<file path="config.mk">
export PLATFORM = sky130hd
export DESIGN_NAME = pasl_strap_led
export DESIGN_NICKNAME = d
export VERILOG_FILES = /design/src/rtl/pasl_pkg.sv /design/src/rtl/pasl_pin_cell.sv /design/src/rtl/pasl_strap_led.sv
export SDC_FILE = /design/constraint.sdc
export NUM_CORES = 1
export LEC_CHECK = 0
export BUFFER_PORTS_ARGS = -buffer_cell sky130_fd_sc_hd__buf_2
export CORE_MARGIN = 2
export CORE_UTILIZATION = 40
export CTS_CLUSTER_DIAMETER = 60
export DETAILED_ROUTE_END_ITERATION = 8
export MAX_ROUTING_LAYER = met4
export PLACE_DENSITY = 0.8
export SYNTH_ARGS = -nofsm -noshare
export SYNTH_HDL_FRONTEND = slang
export SYNTH_SLANG_ARGS = --single-unit
</file>
<file path="constraint.sdc">
create_clock -name core_clk -period 1.6 [get_ports core_clk]
set_input_delay 0.32 -clock core_clk [delete_from_list [all_inputs] [get_ports core_clk]]
set_output_delay 0.32 -clock core_clk [all_outputs]
set_load 0.02 [all_outputs]
</file>
<file path="src/rtl/pasl_pkg.sv">
// shared constants and types for the address strap and status led pins
package pasl_pkg;

    // number of multiplexed strap / indicator pins
    localparam int unsigned NUM_PINS = 5;

    // address bit position of each pin
    localparam int unsigned BIT_ACTIVITY  = 0;
    localparam int unsigned BIT_COLLISION = 1;
    localparam int unsigned BIT_LINK      = 2;
    localparam int unsigned BIT_TX        = 3;
    localparam int unsigned BIT_RX        = 4;

    // reset values and the address that floats the interface
    localparam logic [NUM_PINS-1:0] ADDR_RST     = 5'h00;
    localparam logic [NUM_PINS-1:0] ADDR_ISOLATE = 5'h00;
    localparam logic                LED_RST      = 1'h0;
    localparam logic                HIZ_RST      = 1'h0;

    // pin phase: straps are read, then pins drive indicators
    typedef enum logic
    {
        PASL_SAMPLE = 1'b0,
        PASL_RUN    = 1'b1
    } pasl_mode_t;

endpackage : pasl_pkg

</file>
<file path="src/rtl/pasl_pin_cell.sv">
// one multiplexed pin: indicator output level and direction
`timescale 1ns/1ps

module pasl_pin_cell
(
    input  wire logic core_clk,
    input  wire logic rst_n,
    input  wire logic run,
    input  wire logic quiet,
    input  wire logic strap,
    input  wire logic cond,
    output logic      pin_out,
    output logic      pin_oe
);

    // state of the cell
    typedef struct packed
    {
        logic drive;
    } pasl_cell_t;

    pasl_cell_t s_q;
    pasl_cell_t s_d;

    // asserted level is the inverse of the strap, idle level equals it
    always_comb
    begin
        s_d = s_q;
        s_d.drive = (run && !quiet && cond) ? ~strap : strap;
    end

    // register the drive level
    always_ff @(posedge core_clk or negedge rst_n)
    begin
        if (!rst_n)
        begin
            s_q.drive <= pasl_pkg::LED_RST;
        end
        else
        begin
            s_q <= s_d;
        end
    end

    assign pin_out = s_q.drive;
    assign pin_oe  = run; // input while straps are read, output after

endmodule // pasl_pin_cell

</file>
<file path="src/rtl/pasl_strap_led.sv">
// strap capture of the management address and status led drive on five shared pins
//
// Summary of operation
// - While power-on or hardware reset is held the five pins are inputs, read as reset ends.
// - At reset exit each pin level is stored into its bit of the management address.
// - Once the address is stored every pin turns into an output driving its indicator.
// - A software reset neither re-reads the pins nor turns them around, and keeps the address.
// - An output pin drives the inverse of its strap when asserted and the strap level otherwise.
// - Pins map to address bits 0..4 as activity, collision, link, transmit, receive.
// - A stored address of zero holds the media-independent interface outputs floating.
`timescale 1ns/1ps

module pasl_strap_led
(
    input  wire logic                          core_clk,
    input  wire logic                          rst_n,
    input  wire logic                          sw_reset,
    input  wire logic                          status_activity,
    input  wire logic                          status_collision,
    input  wire logic                          status_link,
    input  wire logic                          status_tx,
    input  wire logic                          status_rx,
    input  wire logic                          addr_bit0_activity_led_in,
    output logic                               addr_bit0_activity_led_out,
    output logic                               addr_bit0_activity_led_oe,
    input  wire logic                          addr_bit1_collision_led_in,
    output logic                               addr_bit1_collision_led_out,
    output logic                               addr_bit1_collision_led_oe,
    input  wire logic                          addr_bit2_link_led_in,
    output logic                               addr_bit2_link_led_out,
    output logic                               addr_bit2_link_led_oe,
    input  wire logic                          addr_bit3_tx_led_in,
    output logic                               addr_bit3_tx_led_out,
    output logic                               addr_bit3_tx_led_oe,
    input  wire logic                          addr_bit4_rx_led_in,
    output logic                               addr_bit4_rx_led_out,
    output logic                               addr_bit4_rx_led_oe,
    output logic [pasl_pkg::NUM_PINS-1:0]      phy_addr,
    output logic                               strap_done,
    output logic                               mii_hiz
);

    ////////////////////////////////////////////////////////////////////////////////
    // pin gathering

    logic [pasl_pkg::NUM_PINS-1:0] pin_in;
    logic [pasl_pkg::NUM_PINS-1:0] pin_out;
    logic [pasl_pkg::NUM_PINS-1:0] pin_oe;
    logic [pasl_pkg::NUM_PINS-1:0] cond;

    // pin and condition vectors in address-bit order
    always_comb
    begin
        pin_in = '0;
        cond   = '0;
        pin_in[pasl_pkg::BIT_ACTIVITY]  = addr_bit0_activity_led_in;
        pin_in[pasl_pkg::BIT_COLLISION] = addr_bit1_collision_led_in;
        pin_in[pasl_pkg::BIT_LINK]      = addr_bit2_link_led_in;
        pin_in[pasl_pkg::BIT_TX]        = addr_bit3_tx_led_in;
        pin_in[pasl_pkg::BIT_RX]        = addr_bit4_rx_led_in;
        cond[pasl_pkg::BIT_ACTIVITY]    = status_activity;
        cond[pasl_pkg::BIT_COLLISION]   = status_collision;
        cond[pasl_pkg::BIT_LINK]        = status_link;
        cond[pasl_pkg::BIT_TX]          = status_tx;
        cond[pasl_pkg::BIT_RX]          = status_rx;
    end

    ////////////////////////////////////////////////////////////////////////////////
    // strap state

    typedef struct packed
    {
        pasl_pkg::pasl_mode_t          mode;
        logic [pasl_pkg::NUM_PINS-1:0] addr;
        logic                          hiz;
    } pasl_state_t;

    pasl_state_t s_q;
    pasl_state_t s_d;

    // first edge after reset release reads the pins, then the state freezes
    always_comb
    begin
        s_d = s_q;
        unique case (s_q.mode)
            pasl_pkg::PASL_SAMPLE:
            begin
                s_d.addr = pin_in;
                s_d.hiz  = (pin_in == pasl_pkg::ADDR_ISOLATE);
                s_d.mode = pasl_pkg::PASL_RUN;
            end
            pasl_pkg::PASL_RUN:
            begin
                s_d = s_q; // software reset has no say here
            end
        endcase
    end

    // only the hardware reset returns the pins to strap reading
    always_ff @(posedge core_clk or negedge rst_n)
    begin
        if (!rst_n)
        begin
            s_q.mode <= pasl_pkg::PASL_SAMPLE;
            s_q.addr <= pasl_pkg::ADDR_RST;
            s_q.hiz  <= pasl_pkg::HIZ_RST;
        end
        else
        begin
            s_q <= s_d;
        end
    end

    logic run;

    assign run        = (s_q.mode == pasl_pkg::PASL_RUN);
    assign phy_addr   = s_q.addr;
    assign strap_done = run;
    assign mii_hiz    = s_q.hiz;

    ////////////////////////////////////////////////////////////////////////////////
    // per-pin drive cells

    genvar g;
    generate
        for (g = 0; g < pasl_pkg::NUM_PINS; g++)
        begin : g_pin
            pasl_pin_cell u_cell
            (
                .core_clk (core_clk),
                .rst_n    (rst_n),
                .run      (run),
                .quiet    (sw_reset),
                .strap    (s_d.addr[g]), // capture edge loads the new strap level
                .cond     (cond[g]),
                .pin_out  (pin_out[g]),
                .pin_oe   (pin_oe[g])
            );
        end
    endgenerate

    // spread vectors back onto the named pins
    assign addr_bit0_activity_led_out  = pin_out[pasl_pkg::BIT_ACTIVITY];
    assign addr_bit0_activity_led_oe   = pin_oe[pasl_pkg::BIT_ACTIVITY];
    assign addr_bit1_collision_led_out = pin_out[pasl_pkg::BIT_COLLISION];
    assign addr_bit1_collision_led_oe  = pin_oe[pasl_pkg::BIT_COLLISION];
    assign addr_bit2_link_led_out      = pin_out[pasl_pkg::BIT_LINK];
    assign addr_bit2_link_led_oe       = pin_oe[pasl_pkg::BIT_LINK];
    assign addr_bit3_tx_led_out        = pin_out[pasl_pkg::BIT_TX];
    assign addr_bit3_tx_led_oe         = pin_oe[pasl_pkg::BIT_TX];
    assign addr_bit4_rx_led_out        = pin_out[pasl_pkg::BIT_RX];
    assign addr_bit4_rx_led_oe         = pin_oe[pasl_pkg::BIT_RX];
endmodule // pasl_strap_led

</file>
# [Word-level counts from Yosys, hierarchy flattened]
# Cells that the tools add are included.
[word_totals] input_bits=13 regBits=12 elab_cells=28
[classes] n_bitwise=6 mux=6 n_reduce_logical=8
[op_table] op="7-bit case mux with 2 select lines" count=1
[op_table] op="1-bit logical AND" count=6
[op_table] op="1-bit NOT" count=6
[op_table] op="5-bit logical NOT" count=1
[op_table] op="1-bit 2-to-1 mux" count=5
[op_table] op="1-bit logical NOT" count=1

# [Depth between registers and ports, before layout]
# Gate-level depths: netlist (run 1).
[logic_depth] depth_word=4 ltp_mapped=3 ltp_nobuf=2

# [By module]
# From an unflattened synthesis (run 1), not the netlist that was laid out.
[hier_totals] hier_cells=37 area_unflattened_um2=634.4
[modules_own_cells] module="pasl_pin_cell" cells_each=4 seq_area_each_um2=25.0 instances=5 area_each_um2=68.8
[modules_own_cells] module="pasl_strap_led" cells_each=17 seq_area_each_um2=175.2 instances=1 area_each_um2=290.3

# [Worst setup path before layout (run 1)]
# Ideal clock, no wire load.
[synth_path] kind="register -> register" startpoint="register s_q (netlist bit strap_done)" endpoint="register g_pin[0].u_cell.s_q" slack_ns=0.305 path_stages_with_launch=4 period_less_slack_ns=1.295 setup_time_ns=0.123 t_arrival_ns=1.172 n_path_buf=1 path_cell_list="dfrtp_1 -> buf_6 -> mux2_4 -> xnor2_1"
[synth_between] elab_chain_len=4 elab_cells_between_ends=6 classes_between="mux (2); bitwise (2); reduce/logical (2)"
[synth_lines] element="start: declaration" line="pasl_strap_led.sv:78" text="pasl_state_t s_q;"
[synth_lines] element="1-bit NOT (no source line)"
[synth_lines] element="7-bit case mux with 2 select lines (*)" line="pasl_strap_led.sv:85" text="unique case (s_q.mode)"
[synth_lines] element="net g_pin[0].u_cell.strap" line="pasl_pin_cell.sv:10" text="input wire logic strap,"
[synth_lines] element="1-bit NOT" line="pasl_pin_cell.sv:29" text="s_d.drive = (run && !quiet && cond) ? ~strap : strap;"
[synth_lines] element="1-bit 2-to-1 mux (*)" line="pasl_pin_cell.sv:29"
[synth_lines] element="net g_pin[0].u_cell.s_d" line="pasl_pin_cell.sv:23" text="pasl_cell_t s_d;"
[synth_lines] element="end: declaration" line="pasl_pin_cell.sv:22" text="pasl_cell_t s_q;"
# Mark *: on every way through the listed nets, which the timed path passes. The rest lies on a longest branch. The select of a mux whose other input is x is not followed.
# A chain may end at the register's enable or synchronous reset.

# [Worst setup path in the final report (run 1)]
[layout_path] startpoint="register s_q (netlist bit strap_done)" endpoint="output addr_bit2_link_led_oe"
[layout_lines] element="end: declaration" line="pasl_strap_led.sv:31" text="output logic addr_bit2_link_led_oe,"
# No word-level cell between the ends.

==> flow_summary_export.csv, run 1 <==
group,metric,value,unit
timing,hold_viol,0,
critical_path,r2r_cells,2,
yosys,synth_nets,50,
route,routedWlPerCell,13.2,µm
route,drt_wl_total,1050,µm
clock_network,clk_path_buf_depth,2,
clock_network,clk_pin_slew,0.07,ns
clock_network,cts.sinks,12,
floorplan,coreArea,1250,µm²
finish,synthToLayoutAreaGrowth,31.2,%
yosys,synthCells,37,
timing,setup_tns,0,ns
critical_path,r2r_end,"g_pin[3].u_cell.pin_out",
route,antenna_left,0,
worst_hold_path,hp-start,"addr_bit1_collision_led_in",
timing,rsz0062_at_grt,"no",
finish,fin_nets,79,
finish,drive_above_1_share,61.5,%
pwr,ir_drop,0.000529,V
critical_path,cp_num_buf_inv,1,
critical_path,cp-start-kind,"register",
critical_path,critPathTopFamily,"flip-flops",
global_route,grt-ovfl-total,0,
floorplan,floorplan.initialDensity,41.7,%
critical_path,worst_path_max_delay_cell,"dfrtp_2",
pwr,power.density,1100,nW/µm²
worst_hold_path,hold_path.class,"input pin to register",
finish,antenna_cells,0,
floorplan,die_area,1610,µm²
place,portBuffers,29,
timing,holdWs,0.322,ns
worst_hold_path,whs_path_depth,2,
place,dpl.hpwl,761,µm
yosys,avgSynthCellArea,14.1,µm²
clock_network,htreeDepth,1,
yosys,syn-cell-area,522,µm²
clock_network,cts_tree,"done",
timing,fmax,722,MHz
timing,setup_viol,0,
critical_path,crit_required,1.28,ns
critical_path,crit_path_max_incr_delay,0.56,ns
timing,fin_crit_sh,86.6,%
global_route,grt_pass1_vias,351,
clock_network,cts_buffers,3,
critical_path,crit_chain,"buf_2",
global_route,track_usage,17.1,%
yosys,ys.warnings.count,0,
floorplan,rows,13,
critical_path,r2r-start,"strap_done",
global_route,grt_pass1_wl,1650,µm
floorplan,io_pins,30,
timing,drv_slew,0,
route,viasPerCell,4.58,
clock_network,cts_setup_buffers,0,
clock_network,root_buffer,"clkbuf_4",
worst_hold_path,worstHoldEndpoint,"phy_addr[1]",
critical_path,reg2reg_slack,0.41,ns
route,first_pass_iters,2,
critical_path,end_kind,"primary output",
timing,fin_crit,1.39,ns
pwr,p_leak,0.343,nW
pwr,p_total,0.753,mW
global_route,grt_max_degree,19,
status,outcome,"finished, final reports clean",
run,maxCapViolations,0,
route,vias,366,
yosys,ys_ff_latch,12,
global_route,grt_antenna_before_repair,0,
place,routabilityCongestion,0.650,
floorplan,die_w,40.1,µm
floorplan,die_h,40.1,µm
route,dr.first_iter.drc_count,2,
route,drcViolationCount,0,
critical_path,arrival,1.07,ns
yosys,yosysSeqAreaShare,57.6,%
critical_path,crit_fanout,18,
critical_path,critPathKind,"register to primary output",
timing,skew,0.00559,ns
clock_network,clk_latency,0.27,ns
yosys,yosysUniqueCellTypes,10,
routing by layer:
layer	vias up	GRT usage, %	part of all wire, %	wire [µm]
met3	0	5.00	6.5	68
met4	0	7.76	0	0
met1	177	19.0	39	411
li1	174	-	-	-
met2	15	28.2	54	574
met5	-	-	0	0
how the worst max path moves through the flow:
stage | cells after the start | startpoint | slack [ns] | to
5_1_grt | 1 | strap_done | 0.15 | addr_bit2_link_led_oe
6_report | 1 | strap_done | 0.21 | addr_bit2_link_led_oe
3_5_place_dp | 2 | strap_done | 0.24 | g_pin[3].u_cell.pin_out
4_1_cts | 1 | strap_done | 0.03 | addr_bit2_link_led_oe
3_3_place_gp | 2 | strap_done | 0.29 | g_pin[3].u_cell.pin_out
2_1_floorplan | 3 | strap_done | 0.31 | g_pin[0].u_cell.pin_out
synth_stat cells:
cell | instances | share of area [%]
dfrtp_1 | 12 | 58
buf_4 | 5 | 7.2
nand3b_1 | 5 | 7.2
xnor2_1 | 5 | 8.4
mux2_4 | 3 | 8.6
mux2_2 | 2 | 4.3
nor3_1 | 2 | 1.9
a22o_2 | 1 | 1.9
buf_6 | 1 | 2.2
conb_1 | 1 | 0.72
kinds of logic after synthesis:
| group | after synthesis | share of synthesized area [%] |
|---|---|---|
| compound gates | 1 | 1.92 |
| xor+xnor | 5 | 8.39 |
| buf+inv | 6 | 9.35 |
| flops | 12 | 57.6 |
| mux | 5 | 12.9 |
| other cells | 1 | 0.719 |
| simple gates | 7 | 9.11 |
worst reg2reg max path: cells and delay by family (launching register included):
family                    cells  cell delay (ns)
xor gates and xnor gates      1             0.13
DFF                           1             0.56
muxes                         1             0.40
final cells by class:
cell class	instances	area [µm²]
Clock buffer	4	36.3
Fill cell	112	568
Multi-Input combinational cell	19	173
Sequential cell	12	302
Tap cell	15	18.8
Timing Repair Buffer	30	155
cell usage in the layout, fill, tap and decap left out, drive strengths merged:
cell / synthesis / routed
buf: 6 / 29
conb: 1 / 1
clkbuf: 0 / 4
dfrtp: 12 / 12
dlygate4sd3: 0 / 1
nor3: 2 / 2
xnor2: 5 / 5
nand3b: 5 / 5
a22o: 1 / 1
mux2: 5 / 5
report_power, final:
part	internal, mW	switching (mW)
logic	0.0691	0.0918
clock network	0.138	0.102
registers	0.335	0.0179
metrics by stage:
step / std cells / setup slack, ns / util [%] / area (µm²)
global route: 80 / 0.150 / 54.6 / 684
CTS: 80 / 0.0265 / 54.5 / 683
floorplan: 37 / 0.305 / - / 522
detailed placement: 75 / 0.237 / 50.8 / 637
global placement: 75 / 0.287 / 50.8 / 637
finish: 80 / 0.214 / 54.6 / 684
flip-flops by register name, summed over array words and instances (netlist names):
name,flops
phy_addr,5
mii_hiz,1
g_pin.u_cell.pin_out,5
strap_done,1
repair_timing:
item                       CTS  global route
gates resized for setup      0             1
setup endpoints to repair    0             6
hold endpoints to repair    12             0
hold buffers                 1             0
Note: power is estimated with default switching activity, not from simulation.
==> run 2: changes to the inputs <==
--- a/config.mk
+++ b/config.mk
@@ -6,12 +6,14 @@
 export NUM_CORES = 1
 export LEC_CHECK = 0
 export BUFFER_PORTS_ARGS = -buffer_cell sky130_fd_sc_hd__buf_2
+export CELL_PAD_IN_SITES_DETAIL_PLACEMENT = 0
+export CELL_PAD_IN_SITES_GLOBAL_PLACEMENT = 2
 export CORE_MARGIN = 2
-export CORE_UTILIZATION = 40
+export CORE_UTILIZATION = 24
 export CTS_CLUSTER_DIAMETER = 60
 export DETAILED_ROUTE_END_ITERATION = 8
 export MAX_ROUTING_LAYER = met4
-export PLACE_DENSITY = 0.8
+export PLACE_DENSITY = 0.79
 export SYNTH_ARGS = -nofsm -noshare
 export SYNTH_HDL_FRONTEND = slang
 export SYNTH_SLANG_ARGS = --single-unit
==> flow_summary_export.csv, run 2 (synthesized netlist as in run 1, its figures left out) <==
group,metric,value,unit
status,outcome,"finished, final reports clean",
critical_path,crit_path_max_incr_delay,0.57,ns
timing,setup_tns,0,ns
pwr,switchingPower,0.198,mW
timing,rsz0062_at_grt,"no",
route,viasPerCell,3.97,
floorplan,die_w,50.6,µm
route,antenna_left,0,
pwr,p_leak,0.336,nW
finish,antenna_cells,0,
global_route,track_usage,9.10,%
place,placed_cells,87,
route,drt_wl_total,1030,µm
finish,fin_nets,79,
critical_path,cp-startpoint,"strap_done",
finish,synthToLayoutAreaGrowth,31.4,%
critical_path,crit_chain,"buf_2",
critical_path,arrival,1.07,ns
worst_hold_path,hp-start,"addr_bit2_link_led_in",
clock_network,clk_latency,0.27,ns
floorplan,die_h,50.6,µm
critical_path,crit_fanout,18,
critical_path,end_kind,"primary output",
global_route,grt_pass1_vias,353,
run,maxCapViolations,0,
global_route,grt-ovfl-total,0,
clock_network,clk_path_buf_depth,2,
clock_network,cts_tree,"done",
place,dpl.hpwl,799,µm
finish,drive_above_1_share,60.9,%
clock_network,clk_pin_slew,0.07,ns
pwr,p_clk_share,25.6,%
worst_hold_path,hold_path.class,"input pin to register",
critical_path,crit_required,1.28,ns
clock_network,cts.sinks,12,
finish,final_common_cell,"buf_2",
timing,fmax,719,MHz
global_route,grt_pass1_wl,1590,µm
pwr,p_sw_share,28.8,%
clock_network,cts_setup_buffers,0,
pwr,power.internal,0.491,mW
timing,skew,0.00205,ns
pwr,ir_drop,0.000501,V
place,routabilityCongestion,0.649,
critical_path,critPathKind,"register to primary output",
route,dr.first_iter.drc_count,6,
floorplan,die_area,2560,µm²
floorplan,floorplan.initialDensity,26.1,%
timing,holdWs,0.322,ns
global_route,grt_max_degree,19,
critical_path,critPathTopFamily,"flip-flops",
clock_network,cts_buffers,3,
timing,hold_viol,0,
finish,final_cell_mix,"29 x buf_2, 11 x dfrtp_1, 5 x nand3b_1, 5 x xnor2_1",
timing,setup_viol,0,
critical_path,r2r-start,"strap_done",
route,vias,361,
floorplan,io_pins,30,
route,routedWlPerCell,11.3,µm
critical_path,cp-start-kind,"register",
floorplan,rows,16,
critical_path,reg2reg_slack,0.40,ns
critical_path,worst_path_max_delay_cell,"dfrtp_2",
timing,drv_slew,0,
pwr,power_frac_comb,23.3,%
timing,fin_crit,1.39,ns
global_route,grt_antenna_before_repair,0,
clock_network,root_buffer,"clkbuf_4",
finish,fin_cells,91,
pwr,pwr-share-seq,51.1,%
floorplan,coreArea,2000,µm²
timing,fin_crit_sh,86.9,%
pwr,power.density,1010,nW/µm²
route,first_pass_iters,3,
critical_path,cp_num_buf_inv,1,
place,portBuffers,29,
route,drcViolationCount,0,
clock_network,htreeDepth,1,
pwr,p_total,0.689,mW
run 2: cell types whose count changed in the layout (fill, tap and decap cells not counted), sizes merged:
cell | before | now
clkbuf | 4 | 3
run 2: timing repair:
action | CTS | global route
resized for setup | 1 | 0
hold buffers | 1 | 0
hold endpoints to repair | 12 | 0
endpoints found under the setup margin | 2 | 0
run 2: per-layer routing:
| layer | up-vias | track usage [%] | share of wire [%] |
|---|---|---|---|
| met5 | - | - | 0 |
| li1 | 171 | - | - |
| met4 | 0 | 2.70 | 0.78 |
| met2 | 21 | 15.4 | 49 |
| met3 | 2 | 5.65 | 10 |
| met1 | 167 | 8.58 | 40 |
run 2: path summary, 6_finish.rpt:
| path | end | cells after the start |
|---|---|---|
| max | strap_done | 1 |
| min | phy_addr[2] | 2 |
| max reg2reg | g_pin[4].u_cell.pin_out | 2 |
| min reg2reg | mii_hiz | 1 |
| max in group asynchronous | strap_done | 2 |
| min in group asynchronous | mii_hiz | 2 |
run 2: stage by stage:
stage / cell area [µm²] / worst slack (ns) / utilization, %
after global routing: 686 / 0.129 / 34.3
after CTS: 686 / 0.197 / 34.3
after detailed placement: 652 / 0.228 / 32.6
after floorplan: 522 / 0.305 / -
final: 686 / 0.209 / 34.3
after global placement: 652 / 0.263 / 32.6
run 2: power groups by stage:
stage / clock (mW) / sequential, mW / combinational (mW)
2_1_floorplan: 0 / 0.396 / 0.0668
3_5_place_dp: 0 / 0.358 / 0.161
5_1_grt: 0.206 / 0.356 / 0.172
3_3_place_gp: 0 / 0.357 / 0.159
4_1_cts: 0.185 / 0.353 / 0.163
6_report: 0.177 / 0.352 / 0.160
run 2: final cells by class:
type	count	area, µm²
flip-flops and latches	12	302
well taps	27	33.8
fillers	209	1320
repair buffers	30	155
clock buffers	3	22.5
multi-input cells	19	173
==> run 3: changes to the inputs <==
--- a/config.mk
+++ b/config.mk
@@ -14,6 +14,7 @@
 export DETAILED_ROUTE_END_ITERATION = 8
 export MAX_ROUTING_LAYER = met4
 export PLACE_DENSITY = 0.79
+export RECOVER_POWER = 100
 export SYNTH_ARGS = -nofsm -noshare
 export SYNTH_HDL_FRONTEND = slang
 export SYNTH_SLANG_ARGS = --single-unit
==> flow_summary_export.csv, run 3 (synthesized netlist as in run 1, its figures left out) <==
group,metric,value,unit
clock_network,cts_tree,"done",
pwr,power_frac_comb,21.0,%
timing,skew,0.00356,ns
clock_network,clk_pin_slew,0.07,ns
clock_network,clk_latency,0.27,ns
finish,post-route-util,32.6,%
place,portBuffers,29,
floorplan,rows,16,
finish,synthToLayoutAreaGrowth,24.9,%
pwr,ir_drop,0.000502,V
floorplan,io_pins,30,
critical_path,reg2reg_slack,0.39,ns
critical_path,end_kind,"primary output",
pwr,power.density,1030,nW/µm²
run,maxCapViolations,0,
place,placed_area,652,µm²
timing,fin_crit,1.42,ns
floorplan,floorplan.initialDensity,26.1,%
timing,drv_slew,0,
global_route,track_usage,9.10,%
clock_network,cts_buffers,3,
route,dr.first_iter.drc_count,5,
route,drcViolationCount,0,
critical_path,arrival,1.10,ns
finish,antenna_cells,0,
route,routedWlPerCell,11.3,µm
critical_path,critPathKind,"register to primary output",
pwr,p_total,0.670,mW
worst_hold_path,hp-start,"status_link",
finish,final_cell_area,652,µm²
pwr,p_clk_share,26.3,%
pwr,power.internal,0.472,mW
finish,fin_nets,79,
worst_hold_path,hold_path.class,"input pin to register",
route,first_pass_iters,4,
critical_path,r2r-start,"strap_done",
pwr,pwr-share-seq,52.6,%
global_route,grt_pass1_wl,1590,µm
floorplan,coreArea,2000,µm²
critical_path,crit_fanout,18,
finish,drive_above_1_share,25.0,%
timing,setup_viol,0,
timing,rsz0062_at_grt,"no",
finish,final_common_cell,"clkbuf_1",
status,outcome,"finished, final reports clean",
place,routabilityCongestion,0.649,
pwr,switchingPower,0.198,mW
critical_path,worst_path_max_delay_cell,"dfrtp_2",
route,viasPerCell,4.11,
critical_path,critPathTopFamily,"flip-flops",
global_route,grt_antenna_before_repair,0,
critical_path,r2r_end,"g_pin[0].u_cell.pin_out",
floorplan,die_area,2560,µm²
timing,hold_viol,0,
clock_network,cts.sinks,12,
timing,relSlewSlack,58.8,%
global_route,grt_max_degree,19,
pwr,p_sw_share,29.6,%
critical_path,cp_num_buf_inv,1,
global_route,grt_pass1_vias,353,
timing,setup_tns,0,ns
timing,fmax,703,MHz
route,antenna_left,0,
clock_network,clk_path_buf_depth,2,
critical_path,r2r_cells,2,
critical_path,cp-start-kind,"register",
clock_network,root_buffer,"clkbuf_4",
route,drt_wl_total,1030,µm
finish,final_cell_mix,"18 x clkbuf_1, 11 x dfrtp_1, 11 x buf_2",
route,vias,374,
worst_hold_path,whs_path_depth,3,
critical_path,crit_chain,"clkbuf_1",
timing,tightest_slew,0.618,ns
place,dpl.hpwl,799,µm
pwr,p_leak,0.273,nW
worst_hold_path,worstHoldEndpoint,"g_pin[2].u_cell.pin_out",
critical_path,crit_required,1.28,ns
floorplan,die_w,50.6,µm
clock_network,cts_setup_buffers,0,
floorplan,die_h,50.6,µm
clock_network,htreeDepth,1,
timing,fin_crit_sh,88.9,%
global_route,grt-ovfl-total,0,
critical_path,crit_path_max_incr_delay,0.56,ns
==> run 3: changes by cell type in the layout (fill, tap and decap cells not counted) <==
cell	before	now
mux2_2	2	0
mux2_1	0	5
mux2_4	3	0
clkbuf_1	0	18
buf_2	29	11
==> run 3: layer usage <==
layer / GRT usage (%) / part of all wire [%]
met5: - / 0
met4: 2.70 / 0.78
met3: 5.65 / 12
met2: 15.4 / 48
met1: 8.58 / 39
==> run 3: final cells by class <==
type | count | area [µm²]
multi-input cells | 19 | 161
clock buffers | 3 | 22.5
fillers | 222 | 1350
well taps | 27 | 33.8
repair buffers | 30 | 133
flip-flops and latches | 12 | 302
==> run 3: per-stage QoR <==
stage               std cells  worst slack [ns]  hold WS, ns
floorplan                  37             0.305       0.0244
global placement           87             0.263        0.206
detailed placement         87             0.228        0.213
CTS                        91             0.197        0.319
global route               91            0.0908        0.319
finish                     91             0.177        0.328
==> run 3: what timing repair did <==
action	CTS	global route
hold buffers	1	0
resized for setup	1	0
endpoints found under the setup margin	2	0
hold endpoints to repair	12	0
==> run 3: power groups by stage <==
stage	registers [mW]	logic (mW)	clock network (mW)
detailed placement	0.358	0.161	0
CTS	0.353	0.163	0.185
floorplan	0.396	0.0668	0
global placement	0.357	0.159	0
finish	0.353	0.141	0.177
global route	0.357	0.152	0.206
==> run 3: worst max path at each step <==
stage | start | to | slack, ns | depth (start not counted)
final | strap_done | strap_done | 0.18 | 1
after global routing | strap_done | addr_bit4_rx_led_oe | 0.09 | 1
after CTS | strap_done | addr_bit1_collision_led_oe | 0.20 | 1
after detailed placement | strap_done | g_pin[3].u_cell.pin_out | 0.23 | 2
after global placement | strap_done | g_pin[3].u_cell.pin_out | 0.26 | 2
after floorplan | strap_done | g_pin[0].u_cell.pin_out | 0.31 | 3
